### src/rtl/branch_cache_regs.vh
// Register offsets, field positions, reset values and counts for the
// branch cache tuning and lock block.
// Assumes an 8-bit register port with an 8-bit address.
`ifndef BRANCH_CACHE_REGS_VH
`define BRANCH_CACHE_REGS_VH

// Register offsets.
`define ACC_HIGH_ADDR     8'h9A
`define TUNING_ADDR       8'hA2
`define LOCK_CTRL_ADDR    8'hA4
`define IRQ_STATUS_ADDR   8'hA5
`define IRQ_MASK_ADDR     8'hA6

// Reset values.
`define ACC_HIGH_RESET    8'h00
`define TUNING_RESET      8'h04
`define LOCK_CTRL_RESET   8'h3E
`define SLOT_PTR_RESET    6'h3E
`define IRQ_MASK_RESET    3'h0
`define TUN_ALG_RESET     1'b0
`define TUN_FIX_RESET     1'b1
`define TUN_THR_RESET     2'h0
`define TUN_LOW_RESET     4'h0
`define PUSH_EN_RESET     1'b0

// Tuning register fields.
`define TUN_LOW_MSB       7
`define TUN_LOW_LSB       4
`define TUN_ALG_BIT       3
`define TUN_FIX_BIT       2
`define TUN_THR_MSB       1
`define TUN_THR_LSB       0

// Lock control fields.
`define LCK_PUSH_BIT      7
`define LCK_POP_BIT       6
`define LCK_PTR_MSB       5

// Accumulator register fields.
`define ACC_OVF_BIT       7
`define ACC_HIGH_MSB      6

// Interrupt status bits.
`define IRQ_OVF_BIT       0
`define IRQ_PUSH_BIT      1
`define IRQ_UNLOCK_BIT    2

// Accumulator width and last slot of the cache.
`define ACC_WIDTH         12
`define LAST_SLOT         6'h3F

`endif

### src/rtl/README_NONE.v
// Holds no logic of its own.
// Assumes nothing of its surroundings.

### src/rtl/miss_accum.v
// Twelve-bit cache miss penalty accumulator with a sticky overflow flag.
// Assumes the stall input and the load request come from logic on sys_clk.
`timescale 1ns/100ps
`include "branch_cache_regs.vh"

module miss_accum (
    // Clock and reset.
    input  wire        sys_clk,
    input  wire        resetn,
    // Stall count and load of the upper field.
    input  wire        miss_stall,
    input  wire        load_high,
    input  wire [6:0]  load_value,
    // Accumulator state.
    output wire [11:0] acc_value,
    output wire        acc_overflow,
    output wire        overflow_event
);

    reg  [11:0] acc_q;
    reg         ovf_q;
    wire        wrap;

    // An increment from all ones wraps to zero and counts as an overflow.
    assign wrap = miss_stall && (acc_q == 12'hFFF);

    // A load replaces the count, so no overflow of the old count survives.
    always @(posedge sys_clk) begin
        if (!resetn) begin
            acc_q <= 12'h000;
            ovf_q <= 1'b0;
        end else if (load_high) begin
            acc_q <= {load_value, 5'h00};
            ovf_q <= 1'b0;
        end else begin
            if (miss_stall) begin
                acc_q <= acc_q + 12'h001;
            end
            if (wrap) begin
                ovf_q <= 1'b1;
            end
        end
    end

    assign acc_value      = acc_q;
    assign acc_overflow   = ovf_q;
    assign overflow_event = wrap && !load_high;

endmodule // miss_accum

### src/rtl/replace_sel.v
// Victim slot chooser: rebound sweep or pseudo-random pick.
// Assumes limit is the highest slot that may be replaced.
`timescale 1ns/100ps
`include "branch_cache_regs.vh"

module replace_sel (
    // Clock and reset.
    input  wire       sys_clk,
    input  wire       resetn,
    // Control.
    input  wire       advance,
    input  wire       random_mode,
    input  wire [5:0] limit,
    // Chosen slot.
    output wire [5:0] victim
);

    reg  [5:0] sweep_q;
    reg        down_q;
    reg  [5:0] lfsr_q;
    wire [5:0] sweep_slot;
    wire [5:0] rand_slot;

    // Keep both choices inside the replaceable range.
    assign sweep_slot = (sweep_q > limit) ? limit : sweep_q;
    assign rand_slot  = (lfsr_q > limit) ? (lfsr_q & limit) : lfsr_q;
    assign victim     = random_mode ? rand_slot : sweep_slot;

    // The sweep turns at either end; the LFSR runs free.
    always @(posedge sys_clk) begin
        if (!resetn) begin
            sweep_q <= 6'h00;
            down_q  <= 1'b0;
            lfsr_q  <= 6'h01;
        end else begin
            lfsr_q <= {lfsr_q[4:0], lfsr_q[5] ^ lfsr_q[4]};
            if (advance && !random_mode) begin
                if (!down_q && sweep_slot >= limit) begin
                    down_q  <= 1'b1;
                    sweep_q <= sweep_slot - 6'h01;
                end else if (down_q && sweep_slot == 6'h00) begin
                    down_q  <= 1'b0;
                    sweep_q <= 6'h01;
                end else if (down_q) begin
                    sweep_q <= sweep_slot - 6'h01;
                end else begin
                    sweep_q <= sweep_slot + 6'h01;
                end
            end
        end
    end

endmodule // replace_sel

### src/rtl/branch_cache_tuning_lock.v
// Tuning, slot locking and miss penalty counting for a branch target cache.
// Assumes the core register port and the fill path run on sys_clk.
`timescale 1ns/100ps
`include "branch_cache_regs.vh"

module branch_cache_tuning_lock (
    // Clock and reset.
    input  wire        sys_clk,
    input  wire        resetn,
    // Register port.
    input  wire [7:0]  reg_addr,
    input  wire [7:0]  reg_wdata,
    input  wire        reg_wr,
    input  wire        reg_rd,
    output reg  [7:0]  reg_rdata,
    // Fetch side: stall and completed fills.
    input  wire        miss_stall,
    input  wire        fill_valid,
    input  wire [7:0]  fill_cycles,
    input  wire        fill_table_read,
    input  wire [15:0] fill_addr,
    // Cache array write request.
    output reg         cache_wr,
    output reg  [5:0]  cache_wr_slot,
    output reg  [15:0] cache_wr_addr,
    output reg         cache_wr_lock,
    // Lock boundary for the cache array.
    output reg  [5:0]  lock_boundary,
    output reg         lock_active,
    // Interrupt.
    output reg         irq
);

    // Register port address match, shared by the write and read decode.
    function addr_hit;
        input [7:0] addr;
        input [7:0] target;
        begin
            addr_hit = (addr == target);
        end
    endfunction

    // Slot is protected when the pointer is non-zero and it lies above.
    // A zero pointer frees the whole cache, so no slot is protected
    // then; a runaway push therefore cannot freeze every slot.
    function slot_locked;
        input [5:0] slot;
        input [5:0] ptr;
        begin
            slot_locked = (ptr != 6'h00) && (slot > ptr);
        end
    endfunction

    // Highest slot that the replacement logic may use.
    // With a zero pointer nothing is locked and every slot may be used.
    function [5:0] replace_limit;
        input [5:0] ptr;
        begin
            if (ptr == 6'h00) begin
                replace_limit = `LAST_SLOT;
            end else begin
                replace_limit = ptr;
            end
        end
    endfunction

    // Register state.
    reg        alg_q;
    reg        fix_q;
    reg  [1:0] thr_q;
    reg  [3:0] low_field_q;
    reg        push_en_q;
    reg  [5:0] ptr_q;
    reg  [5:0] ptr_d;
    reg  [2:0] irq_status_q;
    reg  [2:0] irq_status_d;
    reg  [2:0] irq_mask_q;
    reg  [7:0] rdata_d;

    // Decoded accesses.
    wire       wr_acc;
    wire       wr_tun;
    wire       wr_lck;
    wire       wr_ist;
    wire       wr_imk;
    wire       rd_acc;
    wire       pop_req;

    // Fill decision.
    reg        do_write;
    reg        do_push;
    reg        do_replace;
    reg  [5:0] slot_d;

    // Submodule results.
    wire [11:0] acc_value;
    wire        acc_overflow;
    wire        overflow_event;
    wire [5:0]  victim;
    wire [5:0]  limit;

    // Interrupt events of this cycle and the mask for the next one.
    wire        evt_overflow;
    wire        evt_push;
    wire        evt_unlock;
    wire [2:0]  mask_next;

    // Register images as software reads them.
    wire [7:0]  acc_view;
    wire [7:0]  tun_view;
    wire [7:0]  lck_view;

    // Address decode of the register port. The port never waits, so
    // each strobe is decoded and acts in its own cycle only.
    assign wr_acc  = reg_wr && addr_hit(reg_addr, `ACC_HIGH_ADDR);
    assign wr_tun  = reg_wr && addr_hit(reg_addr, `TUNING_ADDR);
    assign wr_lck  = reg_wr && addr_hit(reg_addr, `LOCK_CTRL_ADDR);
    assign wr_ist  = reg_wr && addr_hit(reg_addr, `IRQ_STATUS_ADDR);
    assign wr_imk  = reg_wr && addr_hit(reg_addr, `IRQ_MASK_ADDR);
    assign rd_acc  = reg_rd && addr_hit(reg_addr, `ACC_HIGH_ADDR);
    assign pop_req = wr_lck && reg_wdata[`LCK_POP_BIT];
    assign limit   = replace_limit(ptr_q);

    // Events that set sticky status bits. The unlock event marks the
    // pointer stepping onto zero, after which no slot stays locked.
    assign evt_overflow = overflow_event;
    assign evt_push     = do_push;
    assign evt_unlock   = (ptr_d == 6'h00) && (ptr_q != 6'h00);
    assign mask_next    = wr_imk ? reg_wdata[2:0] : irq_mask_q;

    // The overflow flag tops the upper field; the pop bit reads zero.
    assign acc_view = {acc_overflow, acc_value[11:5]};
    assign tun_view = {low_field_q, alg_q, fix_q, thr_q};
    assign lck_view = {push_en_q, 1'b0, ptr_q};

    // Miss penalty accumulator. A write of the upper field reloads it,
    // with the five low bits restarting from zero.
    miss_accum u_miss_accum (
        .sys_clk        (sys_clk),
        .resetn         (resetn),
        .miss_stall     (miss_stall),
        .load_high      (wr_acc),
        .load_value     (reg_wdata[`ACC_HIGH_MSB:0]),
        .acc_value      (acc_value),
        .acc_overflow   (acc_overflow),
        .overflow_event (overflow_event)
    );

    // Replacement victim chooser, stepped on each replacing fill.
    // Pushed and fixed-slot writes do not step it, so they leave the
    // rebound sweep where it was.
    replace_sel u_replace_sel (
        .sys_clk     (sys_clk),
        .resetn      (resetn),
        .advance     (do_replace),
        .random_mode (alg_q),
        .limit       (limit),
        .victim      (victim)
    );

    // Decide whether and where a completed fill is written.
    // Push comes first, then the fixed slot, then the threshold; a table
    // read that neither pushes nor is fixed is treated like any miss.
    always @* begin
        do_write   = 1'b0;
        do_push    = 1'b0;
        do_replace = 1'b0;
        slot_d     = victim;
        if (fill_valid) begin
            if (fill_table_read && push_en_q) begin
                do_write = 1'b1;
                do_push  = 1'b1;
                slot_d   = ptr_q;
            end else if (fill_table_read && fix_q) begin
                do_write = 1'b1;
                slot_d   = 6'h00;
            end else if (fill_cycles > {6'h00, thr_q}) begin
                do_write   = 1'b1;
                do_replace = 1'b1;
                slot_d     = victim;
            end
        end
    end

    // Push and pop may coincide; each moves the pointer by one.
    // Together they cancel on the pointer, while the push still writes
    // its slot, which then stays unlocked.
    always @* begin
        ptr_d = ptr_q;
        if (do_push && !pop_req) begin
            ptr_d = ptr_q - 6'h01;
        end else if (pop_req && !do_push) begin
            ptr_d = ptr_q + 6'h01;
        end
    end

    // Tuning and lock control registers.
    // The low field only changes on an upper field read, so software
    // sees a matched pair of fields when it reads them in order.
    always @(posedge sys_clk) begin
        if (!resetn) begin
            alg_q       <= `TUN_ALG_RESET;
            fix_q       <= `TUN_FIX_RESET;
            thr_q       <= `TUN_THR_RESET;
            low_field_q <= `TUN_LOW_RESET;
            push_en_q   <= `PUSH_EN_RESET;
            ptr_q       <= `SLOT_PTR_RESET;
        end else begin
            if (wr_tun) begin
                alg_q <= reg_wdata[`TUN_ALG_BIT];
                fix_q <= reg_wdata[`TUN_FIX_BIT];
                thr_q <= reg_wdata[`TUN_THR_MSB:`TUN_THR_LSB];
            end
            if (rd_acc) begin
                low_field_q <= acc_value[4:1];
            end
            if (wr_lck) begin
                push_en_q <= reg_wdata[`LCK_PUSH_BIT];
            end
            ptr_q <= ptr_d;
        end
    end

    // Sticky interrupt bits; a new event wins over a clear, so an event
    // in the cycle of a write-one-to-clear is never lost.
    always @* begin
        irq_status_d = irq_status_q;
        if (wr_ist) begin
            irq_status_d = irq_status_q & ~reg_wdata[2:0];
        end
        if (evt_overflow) begin
            irq_status_d[`IRQ_OVF_BIT] = 1'b1;
        end
        if (evt_push) begin
            irq_status_d[`IRQ_PUSH_BIT] = 1'b1;
        end
        if (evt_unlock) begin
            irq_status_d[`IRQ_UNLOCK_BIT] = 1'b1;
        end
    end

    // Interrupt status, mask and output. The output is taken from the
    // next status and mask, so it follows them without a lag cycle.
    always @(posedge sys_clk) begin
        if (!resetn) begin
            irq_status_q <= 3'h0;
            irq_mask_q   <= `IRQ_MASK_RESET;
            irq          <= 1'b0;
        end else begin
            irq_status_q <= irq_status_d;
            if (wr_imk) begin
                irq_mask_q <= reg_wdata[2:0];
            end
            irq <= |(irq_status_d & mask_next);
        end
    end

    // Read data multiplexer; unmapped addresses read zero.
    // Reading has no side effect here; the capture sits in the registers.
    always @* begin
        rdata_d = 8'h00;
        case (reg_addr)
            `ACC_HIGH_ADDR: begin
                rdata_d = acc_view;
            end
            `TUNING_ADDR: begin
                rdata_d = tun_view;
            end
            `LOCK_CTRL_ADDR: begin
                rdata_d = lck_view;
            end
            `IRQ_STATUS_ADDR: begin
                rdata_d = {5'h00, irq_status_q};
            end
            `IRQ_MASK_ADDR: begin
                rdata_d = {5'h00, irq_mask_q};
            end
            default: begin
                rdata_d = 8'h00;
            end
        endcase
    end

    // Read data stands only in the cycle after the read strobe.
    // Zero at all other times keeps a stale value from being taken.
    always @(posedge sys_clk) begin
        if (!resetn) begin
            reg_rdata <= 8'h00;
        end else if (reg_rd) begin
            reg_rdata <= rdata_d;
        end else begin
            reg_rdata <= 8'h00;
        end
    end

    // Cache array write request, registered so the array sees a clean
    // one-cycle pulse. A pushed write always lands on the pointer slot;
    // any other write must miss the locked slots.
    always @(posedge sys_clk) begin
        if (!resetn) begin
            cache_wr      <= 1'b0;
            cache_wr_slot <= 6'h00;
            cache_wr_addr <= 16'h0000;
            cache_wr_lock <= 1'b0;
        end else begin
            cache_wr      <= do_write && (do_push ||
                             !slot_locked(slot_d, ptr_q));
            cache_wr_slot <= slot_d;
            cache_wr_addr <= {fill_addr[15:2], 2'h0};
            cache_wr_lock <= do_push;
        end
    end

    // Lock boundary for the array, taken from the next pointer so that
    // it moves on the same edge as the internal pointer.
    always @(posedge sys_clk) begin
        if (!resetn) begin
            lock_boundary <= `SLOT_PTR_RESET;
            lock_active   <= 1'b1;
        end else begin
            lock_boundary <= ptr_d;
            lock_active   <= (ptr_d != 6'h00);
        end
    end

endmodule // branch_cache_tuning_lock

### config.mk
export PLATFORM = sky130hd
export DESIGN_NAME = branch_cache_tuning_lock
export DESIGN_NICKNAME = d
export VERILOG_FILES = /design/src/rtl/README_NONE.v /design/src/rtl/miss_accum.v /design/src/rtl/replace_sel.v /design/src/rtl/branch_cache_tuning_lock.v
export VERILOG_INCLUDE_DIRS = /design/src /design/src/rtl
export SDC_FILE = /design/constraint.sdc
export NUM_CORES = 1
export LEC_CHECK = 0
export ABC_CLOCK_PERIOD_IN_PS = 12420
export BUFFER_PORTS_ARGS = -buffer_cell sky130_fd_sc_hd__buf_2
export CAP_MARGIN = 20
export CORE_UTILIZATION = 30
export DETAILED_ROUTE_END_ITERATION = 10
export SYNTH_ARGS = -nofsm -noshare
export SYNTH_HDL_FRONTEND = slang
export SYNTH_HIERARCHICAL = 1
export SYNTH_SLANG_ARGS = --single-unit
### constraint.sdc
create_clock -name sys_clk -period 12.42 [get_ports sys_clk]
set_input_delay 0.621 -clock sys_clk [delete_from_list [all_inputs] [get_ports sys_clk]]
set_output_delay 0.621 -clock sys_clk [all_outputs]
set_load 0.01 [all_outputs]
==> results of run 1 <==
-- registers in the layout, summed over array words and instances, names as in the netlist --
register	flops
push_en_q	1
irq_mask_q	3
fix_q	1
thr_q	2
cache_wr	1
u_replace_sel/lfsr_q	6
cache_wr_lock	1
lock_active	1
low_field_q	4
reg_rdata	8
u_replace_sel/down_q	1
irq_status_q	3
cache_wr_slot	6
irq	1
u_miss_accum/acc_overflow	1
cache_wr_addr	14
u_replace_sel/sweep_q	6
lock_boundary	6
alg_q	1
u_miss_accum/acc_value	12
-- final timing paths --
check	start	to	slack [ns]	cells after the start
worst min-delay path	low_field_q[2]	low_field_q[2]	0.45	2
worst max register to register	lock_boundary[0]	u_replace_sel/sweep_q[5]	7.14	19
worst max-delay path	lock_boundary[0]	u_replace_sel/sweep_q[5]	7.14	19
worst min register to register	low_field_q[2]	low_field_q[2]	0.45	2
-- final cells by class --
cell class | instances | area, um^2
flip-flops and latches | 79 | 1582
well taps | 216 | 270.3
repair buffers | 85 | 432.9
fillers | 1663 | 10140
inverters | 30 | 112.6
clock inverters | 5 | 63.81
diodes | 2 | 5.005
multi-input cells | 439 | 3039
clock buffers | 11 | 242.7
-- metal layers --
layer  wire length (um)  share of wire  vias to the layer above
met5                  0              0                        -
li1                   -              -                     2194
met3                589          0.046                       10
met4                148          0.011                        0
met1               6178           0.48                     2038
met2               6028           0.47                      107
-- cells by family (layout without fill, tap and decap cells) --
group | Yosys count | in the layout | share of synthesized area
mux | 31 | 31 | 0.07018
simple gates | 243 | 243 | 0.2710
buf+inv | 54 | 131 | 0.05141
fa+ha+maj | 39 | 39 | 0.1003
other cells | 1 | 4 | 0.0007705
xor+xnor | 11 | 11 | 0.01979
flops | 79 | 79 | 0.3249
compound gates | 113 | 113 | 0.1617
-- worst min-delay path, delay by kind of cell, from the launching register on --
kind | cells | cell delay, ns
simple gates | 1 | 0.05
flops | 1 | 0.31
compound gates | 1 | 0.05
-- through the flow --
step / utilization / hold slack [ns] / setup slack, ns / cells
after floorplan: - / 0.4317 / 8.230 / 572
after global placement: 0.3422 / 0.4435 / 7.177 / 849
after detailed placement: 0.3422 / 0.4491 / 7.253 / 849
after CTS: 0.3615 / 0.4581 / 7.219 / 865
after global routing: 0.3615 / 0.4752 / 6.796 / 865
final: 0.3618 / 0.4549 / 7.145 / 867
-- placed cells by master, fill, tap and decap left out, types with 5 or more instances in the layout --
cell type / instances
nor3_1: 10
a222oi_1: 7
and2_1: 29
nand3_1: 27
buf_2: 82
nand2_1: 66
or4_1: 5
clkbuf_16: 9
nand2b_1: 8
a21oi_1: 33
inv_1: 27
a21o_1: 6
xnor2_1: 7
dfxtp_1: 79
o21ai_0: 21
ha_1: 39
mux2i_1: 22
nor2b_1: 5
mux2_2: 5
and3_1: 5
a31oi_1: 5
nand4_1: 12
nor2_1: 45
-- power groups by stage --
stage	clock, mW	sequential (mW)	combinational, mW
2_1_floorplan	0	0.271	0.0341
3_3_place_gp	0	0.271	0.0552
3_5_place_dp	0	0.271	0.0557
4_1_cts	0.281	0.265	0.0560
5_1_grt	0.290	0.266	0.0635
6_report	0.273	0.265	0.0559
==> flow_summary_export.csv, run 1 <==
group,metric,value,unit
status,status,"complete, no violations",
sta,fin_crit,5.275,ns
logic_synthesis,ys_ff_latch,79,
grt,grt_antenna_before_repair,1,
worst_setup_path,end_kind,"flop",
routing,routed_wl,12940,um
clock_tree,cts.path.max_buffers,2,
layout,nets,730,
grt,met3_usage,0.03386,
routing,remaining_drc_errors,0,
layout,area_growth_syn_to_layout,18.10,%
die,die_y,129.4,um
power,seqPwrFrac,0.446,
worst_setup_path,slowest_delay,0.58,ns
worst_hold_path,min_path_type,"reg -> reg",
routing,antenna_left,0,
job,maxCapViolations,0,
layout,final_cell_area,5748,um^2
routing,via_per_inst,5.016,
logic_synthesis,synth_cells,571,
logic_synthesis,synth_most_common_cell,"dfxtp_1",
sta,fin_crit_sh,0.4247,
routing,drtIter0Drc,322,
clock_tree,htreeDepth,3,
die,core,15890,um^2
sta,slew_viol_final,0,
logic_synthesis,yosys-top-cells-area,"dfxtp_1, ha_1, nand2_1",
clock_tree,cts_setup_buffers,0,
worst_setup_path,cp.arrival,5.54,ns
sta,setup_tns,0,ns
routing,dr.pass1.iters,5,
clock_tree,holdBufCountCts,0,
logic_synthesis,yosysTopAreaCell,"dfxtp_1",
logic_synthesis,postSynth.asyncResetShare,0,
die,start_util,0.3064,
power,p_comb_frac,0.094,
grt,use_met2,0.2644,
clock_tree,cts-root-buf,"clkbuf_16",
sta,finalSetupViolations,0,
power,clkPwrFrac,0.459,
worst_setup_path,critPathLaunchType,"flop",
placement,hpwl,9595,um
placement,place_congestion,0.8864,
grt,grtUsageTotal,0.1610,
clock_tree,post_cts_resized,0,
grt,grt_pass1_wl,20880,um
die,ioPinCount,87,
grt,use_met1,0.2096,
sta,hold_viol_final,0,
logic_synthesis,ys.flop_type,"dfxtp_1",
grt,grt_max_degree,55,
clock_tree,cts_tree,"done",
logic_synthesis,synth_area,4867,um^2
worst_setup_path,critPathBufInv,4,
worst_setup_path,worstSetupPathType,"reg -> reg",
worst_setup_path,crit_family,"simple AND/OR/NAND/NOR gates",
die,die_w,129.4,um
sta,maxSlewHeadroom,0.4859,
placement,port_buffers,82,
routing,vias,4349,
logic_synthesis,synth_warnings,6,
worst_setup_path,slowest_stage,"mux2i_1",
grt,grt_overflow,0,
grt,grt-busiest-layer,"met2",
logic_synthesis,ys_seq_area_frac,0.3249,
worst_setup_path,critical_path_required,12.69,ns
worst_setup_path,path_max_fanout,21,
power,finalPower,0.5940,mW
power,p_sw,0.1481,mW
clock_tree,clock_latency,0.35,ns
logic_synthesis,syn_area_per_cell,8.524,um^2
sta,rsz0062_at_grt,"no",
die,num_rows,46,
logic_synthesis,yosys.area.top_type_share,0.3249,
logic_synthesis,netlist-cell-type-count,77,
routing,routedWlPerCell,14.93,um
layout,drive_gt1_frac,0.2096,
die,die_area,16740,um^2
sta,worstMarginPinSlew,0.7670,ns
grt,grt_pass1_vias,4050,
clock_tree,clk_pin_slew,0.06,ns
clock_tree,numCtsBuffers,9,
power,switching_share,0.2494,
clock_tree,cts_sinks,79,
power,vdd_drop_max,0.06844,mV
worst_setup_path,path_cells,"inv_1, ha_1, nand3_1, nand2_1, inv_1, ha_1, and4_1, and3_1, a31oi_2, buf_4, mux2i_1, inv_1, ha_1, a211oi_1, o31a_1, nor2_1, and3_1, a21oi_1, a31oi_1",
power,p_per_area,103.3,nW/um^2
logic_synthesis,synthTopCellsByCount,"dfxtp_1, nand2_1, nor2_1",
logic_synthesis,synth_edf_count,0,
power,p_int,0.4459,mW
sta,fmax,0.1896,GHz
placement,post_dp_cell_area,5436,um^2
power,p_leak,2.494,nW
sta,fin_skew,0.01150,ns
(Power assumes the default switching activity.)
==> run 2, diff against run 1 <==
--- a/config.mk
+++ b/config.mk
@@ -6,7 +6,7 @@
 export SDC_FILE = /design/constraint.sdc
 export NUM_CORES = 1
 export LEC_CHECK = 0
-export ABC_CLOCK_PERIOD_IN_PS = 12420
+export ABC_CLOCK_PERIOD_IN_PS = 5220
 export BUFFER_PORTS_ARGS = -buffer_cell sky130_fd_sc_hd__buf_2
 export CAP_MARGIN = 20
 export CORE_UTILIZATION = 30
==> constraint.sdc (replaced) <==
create_clock -name sys_clk -period 5.22 [get_ports sys_clk]
set_input_delay 0.261 -clock sys_clk [delete_from_list [all_inputs] [get_ports sys_clk]]
set_output_delay 0.261 -clock sys_clk [all_outputs]
set_load 0.01 [all_outputs]
==> run 2 against run 1 <==
Net effect:
- final cell count grew 0.92%
- clock power rose by 120%
- maximum frequency increased by 15%
- sequential share of layout area fell by 0.24 points
- critical path type unchanged
- largest power group is now registers
==> flow_summary_export.csv, run 2 (synthesis gave the netlist of run 1 again) <==
group,metric,value,unit
routing,drtIter0Drc,308,
status,status,"complete, no violations",
clock_tree,numCtsBuffers,9,
power,finalPower,1.372,mW
layout,layout_commonest_cell,"buf_2",
worst_setup_path,critical_path_required,5.48,ns
layout,area_growth_syn_to_layout,19.15,%
clock_tree,cts_sinks,79,
clock_tree,clock_latency,0.35,ns
clock_tree,clk_pin_slew,0.07,ns
routing,routed_wl,12950,um
sta,hold_viol_final,0,
grt,grt_antenna_before_repair,1,
grt,grt_overflow,0,
worst_setup_path,end_kind,"flop",
die,start_util,0.3064,
clock_tree,cts_tree,"done",
clock_tree,htreeDepth,3,
worst_setup_path,worstSetupPathType,"reg -> reg",
power,p_per_area,236.5,nW/um^2
clock_tree,cts.path.max_buffers,2,
worst_hold_path,min_path_type,"in -> reg",
sta,worstMarginPinSlew,0.7319,ns
sta,fin_crit_sh,0.8818,
placement,dpl.cell_count,859,
die,core,15890,um^2
sta,maxSlewHeadroom,0.5094,
routing,vias,4410,
routing,routedWlPerCell,14.80,um
sta,fmax,0.2173,GHz
job,maxCapViolations,0,
layout,final_cells,875,
die,num_rows,46,
worst_setup_path,cp_common_cell,"a21oi_1",
layout,regMostFlops,"cache_wr_addr",
layout,n_antenna_cell,0,
routing,via_per_inst,5.040,
die,die_y,129.4,um
worst_setup_path,slowest_delay,0.38,ns
worst_setup_path,path_cells,"nor3_1, nand3_2, nand2_1, inv_1, ha_1, and4_1, and3_1, a31oi_2, buf_4, mux2i_1, inv_1, nor2_1, a21oi_1, nand2_1, a21oi_1, ha_1, a21o_1, a21o_1, a211oi_1, o221ai_1, a21oi_1",
layout,largest_reg_flops,14,
routing,remaining_drc_errors,0,
routing,antenna_left,0,
worst_setup_path,slowest_stage,"dfxtp_1",
layout,nets,740,
die,die_area,16740,um^2
layout,fill_cells,1672,
layout,drive_gt1_frac,0.2231,
die,die_w,129.4,um
sta,fin_skew,0.01302,ns
worst_setup_path,path_max_fanout,17,
power,vdd_drop_max,0.1540,mV
sta,fin_crit,4.603,ns
grt,grt_max_degree,55,
placement,port_buffers,82,
placement,place_congestion,0.8823,
layout,utilization,0.3651,
clock_tree,cts-root-buf,"clkbuf_16",
grt,grt_pass1_vias,4063,
worst_setup_path,cp.arrival,4.87,ns
sta,finalSetupViolations,0,
power,p_leak,2.531,nW
grt,grt_pass1_wl,21030,um
grt,grtUsageTotal,0.1629,
sta,setup_tns,0,ns
worst_setup_path,critPathLaunchType,"flop",
sta,rsz0062_at_grt,"no",
placement,hpwl,9778,um
layout,mostFrequentLayoutCells,"buf_2, dfxtp_1, nand2_1, nor2_1, ha_1",
die,ioPinCount,87,
sta,slew_viol_final,0,
routing,dr.pass1.iters,6,
## run 2: changes by cell type in the layout (fill, tap and decap cells not counted)
cell,previous run,this run
clkinv_4,1,2
bufinv_16,1,0
inv_8,0,1
buf_4,3,13
nand3_2,2,3
diode_2,2,0
nand3_1,27,26
clkbuf_8,1,0
## run 2: report_power, final
group	switching (mW)	internal [mW]	leakage, nW	total, mW
Clock	0.274	0.331	0.136	0.604
Sequential	0.0136	0.617	0.643	0.631
Combinational	0.0779	0.0589	1.75	0.137
## run 2: stage by stage
stage | setup WS (ns) | hold slack (ns) | area (um^2)
2_1_floorplan | 1.030 | 0.3883 | 4871
3_3_place_gp | 0.5791 | 0.4457 | 5512
3_5_place_dp | 0.5787 | 0.4492 | 5512
4_1_cts | 0.5297 | 0.1048 | 5794
5_1_grt | 0.1295 | 0.1129 | 5799
6_report | 0.6172 | 0.1221 | 5799
## run 2: final timing paths
kind / cells past startpoint / to / start / slack (ns)
hold reg to reg: 2 / low_field_q[2] / low_field_q[2] / 0.45
setup / recovery: 21 / cache_wr / lock_boundary[3] / 0.62
hold / removal: 2 / cache_wr_addr[11] / fill_addr[11] / 0.12
setup reg to reg: 21 / cache_wr / lock_boundary[3] / 0.62
## run 2: per-layer routing
metal  vias up  global-route usage  share of wire
met1      2075              0.2152           0.47
met2       114              0.2603           0.47
met3        13             0.04377          0.052
met4         0             0.04429          0.012
met5         -                   0              0
li1       2208                   -              -
## run 2: area by class of cell
| cell class | instances | area [um^2] | share of cell area |
|---|---|---|---|
| clock buffer | 10 | 229.0 | 0.03948 |
| multi-input combinational | 439 | 3044 | 0.5249 |
| tap | 216 | 270.3 | 0.04660 |
| inverter | 30 | 112.6 | 0.01942 |
| clock inverter | 6 | 53.80 | 0.009277 |
| timing repair buffer | 95 | 508.0 | 0.08759 |
| sequential | 79 | 1582 | 0.2727 |
## run 2: worst max-delay path, delay by kind of cell (launching register included)
family / cells / cell delay [ns]
AOI/OAI and AO/OA: 8 / 1.49
adders and majority gates: 2 / 0.65
buffers and inverters: 3 / 0.53
DFF: 1 / 0.38
muxes: 1 / 0.15
and+or+nand+nor: 7 / 1.31
## run 2: what timing repair did
item	in CTS	in global routing
buffers inserted	0	0
hold buffers	0	0
setup endpoints to repair	0	1
gates resized for setup	0	1
==> run 3, diff against run 2 <==
--- a/config.mk
+++ b/config.mk
@@ -9,8 +9,10 @@
 export ABC_CLOCK_PERIOD_IN_PS = 5220
 export BUFFER_PORTS_ARGS = -buffer_cell sky130_fd_sc_hd__buf_2
 export CAP_MARGIN = 20
-export CORE_UTILIZATION = 30
+export CORE_UTILIZATION = 50
 export DETAILED_ROUTE_END_ITERATION = 10
+export PLACE_DENSITY = 0.73
+export SLEW_MARGIN = 40
 export SYNTH_ARGS = -nofsm -noshare
 export SYNTH_HDL_FRONTEND = slang
 export SYNTH_HIERARCHICAL = 1
==> run 3 against run 2 <==
Net effect:
- utilization up 24 points
- register-to-register slack lost 0.16 ns
- maximum frequency fell by 3.3%
- via count rose by 2.9%
- non-clock buffer count shrank 5
- die area decreased by 39%
- flip-flop and latch count stayed put
- power shrank 4.6%
- clock skew fell by 0.0018 ns
- clock power shrank 9.8%
- combinational power hardly changed
- largest power group unchanged
==> flow_summary_export.csv, run 3 (synthesis gave the netlist of run 1 again) <==
group,metric,value,unit
worst_hold_path,hold_depth,2,
worst_hold_path,holdPathEnd,"cache_wr_addr[3]",
grt,grt_overflow,0,
die,core,9328,um^2
power,clkPwrFrac,0.416,
power,p_comb_frac,0.102,
power,vdd_drop_max,0.1634,mV
worst_setup_path,worstSetupPathType,"reg -> reg",
power,seqPwrFrac,0.481,
grt,grt_max_degree,55,
die,die_area,10130,um^2
worst_setup_path,cp.arrival,5.05,ns
power,finalPower,1.308,mW
worst_setup_path,slowest_delay,0.39,ns
layout,multi_input_area,3042,um^2
layout,final_cells,783,
sta,fin_skew,0.01123,ns
worst_setup_path,path_cells,"inv_1, ha_1, nand3_1, nand2_1, inv_1, ha_1, and4_1, and3_1, a31oi_2, buf_4, mux2i_2, inv_2, ha_1, a21o_1, a21oi_1, o31a_1, nand2_1, a311oi_1, a21oi_1, a21oi_1",
power,p_per_area,233.5,nW/um^2
sta,finalSetupViolations,0,
routing,drtIter0Drc,347,
job,maxCapViolations,0,
worst_setup_path,rr_worst_depth,20,
clock_tree,clock_latency,0.36,ns
sta,rsz0062_at_grt,"no",
worst_setup_path,path_max_fanout,10,
clock_tree,clk_pin_slew,0.10,ns
layout,nets,735,
layout,n_antenna_cell,0,
layout,drive_gt1_frac,0.2202,
clock_tree,cts_sinks,79,
sta,maxSlewHeadroom,0.5203,
placement,place_congestion,0.9476,
die,num_rows,35,
die,start_util,0.5218,
status,status,"complete, no violations",
sta,fin_crit,4.760,ns
power,p_leak,2.489,nW
layout,layout_commonest_cell,"buf_2",
layout,mostFrequentLayoutCells,"buf_2, dfxtp_1, nand2_1, nor2_1, ha_1",
placement,port_buffers,82,
clock_tree,holdBufCountCts,0,
worst_setup_path,critPathLaunchType,"flop",
layout,final-seq-area,1583,um^2
routing,via_per_inst,5.798,
die,ioPinCount,87,
die,die_w,100.7,um
die,die_y,100.7,um
placement,dpl.cell_count,767,
layout,largest_reg_flops,14,
grt,grt_pass1_vias,4074,
routing,remaining_drc_errors,0,
worst_hold_path,min_path_type,"in -> reg",
power,p_sw,0.3525,mW
worst_setup_path,end_kind,"flop",
worst_setup_path,r2r_end,"u_replace_sel/sweep_q[3]",
clock_tree,cts.path.max_buffers,2,
clock_tree,numCtsBuffers,9,
layout,regMostFlops,"cache_wr_addr",
sta,slew_viol_final,0,
placement,post_dp_cell_area,5368,um^2
routing,antenna_left,0,
clock_tree,htreeDepth,3,
sta,setup_tns,0,ns
layout,fill_cells,824,
routing,vias,4540,
power,p_int,0.9558,mW
power,switching_share,0.2694,
grt,grt_pass1_wl,20020,um
sta,hold_viol_final,0,
routing,routed_wl,12340,um
routing,dr.pass1.iters,5,
placement,hpwl,9266,um
clock_tree,cts_tree,"done",
sta,fmax,0.2101,GHz
worst_hold_path,hold_start,"fill_addr[3]",
layout,final_cell_area,5603,um^2
worst_setup_path,slowest_stage,"dfxtp_2",
layout,area_growth_syn_to_layout,15.12,%
clock_tree,cts-root-buf,"clkbuf_8",
sta,worstMarginPinSlew,0.7156,ns
routing,routedWlPerCell,15.75,um
worst_setup_path,critical_path_required,5.51,ns
grt,grtUsageTotal,0.2524,
grt,grt_antenna_before_repair,0,
worst_setup_path,timing.rr.start,"lock_boundary[0]",
sta,fin_crit_sh,0.9119,
worst_setup_path,r2r_setup_slack,0.46,ns
[run 3: changes by cell type in the layout (fill, tap and decap cells not counted), moves of 2 or more]
cell / change
clkbuf_8: +9
clkinv_4: -2
clkbuf_16: -9
buf_4: -5
inv_8: +2
bufinv_16: +2
[run 3: critical path: cells and delay by family (launching register included)]
family	cells	cell delay, ns
buf+inv	4	0.68
simple gates	5	1.18
flops	1	0.39
fa+ha+maj	3	0.81
mux	1	0.29
compound gates	7	1.34
[run 3: how the worst max path moves through the flow]
| stage | from | endpoint | cells past startpoint |
|---|---|---|---|
| after floorplan | lock_boundary[0] | u_replace_sel/sweep_q[3] | 21 |
| after global placement | lock_boundary[0] | u_replace_sel/sweep_q[3] | 20 |
| after detailed placement | lock_boundary[0] | u_replace_sel/sweep_q[3] | 20 |
| after CTS | lock_boundary[0] | cache_wr | 21 |
| after global routing | lock_boundary[0] | u_replace_sel/sweep_q[5] | 19 |
| final | lock_boundary[0] | u_replace_sel/sweep_q[3] | 20 |
[run 3: through the flow]
| stage | hold WS [ns] | utilization | worst slack, ns |
|---|---|---|---|
| floorplan | 0.3883 | - | 1.030 |
| global placement | 0.4416 | 0.5752 | 0.4717 |
| detailed placement | 0.4454 | 0.5755 | 0.4235 |
| CTS | 0.09055 | 0.6005 | 0.3636 |
| global route | 0.08308 | 0.6007 | 0.07126 |
| finish | 0.09979 | 0.6007 | 0.4598 |
[run 3: per-layer routing]
| metal | share of wire | global-route usage | wire length, um | vias up |
|---|---|---|---|---|
| li1 | - | - | - | 2194 |
| met3 | 0.066 | 0.04716 | 811 | 10 |
| met1 | 0.47 | 0.3543 | 5814 | 2142 |
| met4 | 0.0080 | 0.05686 | 99 | 0 |
| met5 | 0 | 0 | 0 | - |
| met2 | 0.45 | 0.4015 | 5609 | 194 |
[run 3: power groups by stage]
| stage | clock, mW | sequential, mW | combinational (mW) |
|---|---|---|---|
| after floorplan | 0 | 0.645 | 0.0811 |
| after global placement | 0 | 0.643 | 0.129 |
| after detailed placement | 0 | 0.644 | 0.132 |
| after CTS | 0.553 | 0.630 | 0.133 |
| after global routing | 0.587 | 0.632 | 0.150 |
| final | 0.545 | 0.630 | 0.134 |
[run 3: area by class of cell]
class / count / area share
tap: 129 / 0.02881
sequential: 79 / 0.2825
clock buffer: 9 / 0.02211
clock inverter: 7 / 0.01965
multi-input combinational: 439 / 0.5429
inverter: 30 / 0.02010
timing repair buffer: 90 / 0.08397
[run 3: repair_timing]
item	CTS	global route
gates resized for setup	0	1
hold endpoints to repair	0	0
setup buffers	0	0
setup endpoints to repair	0	5
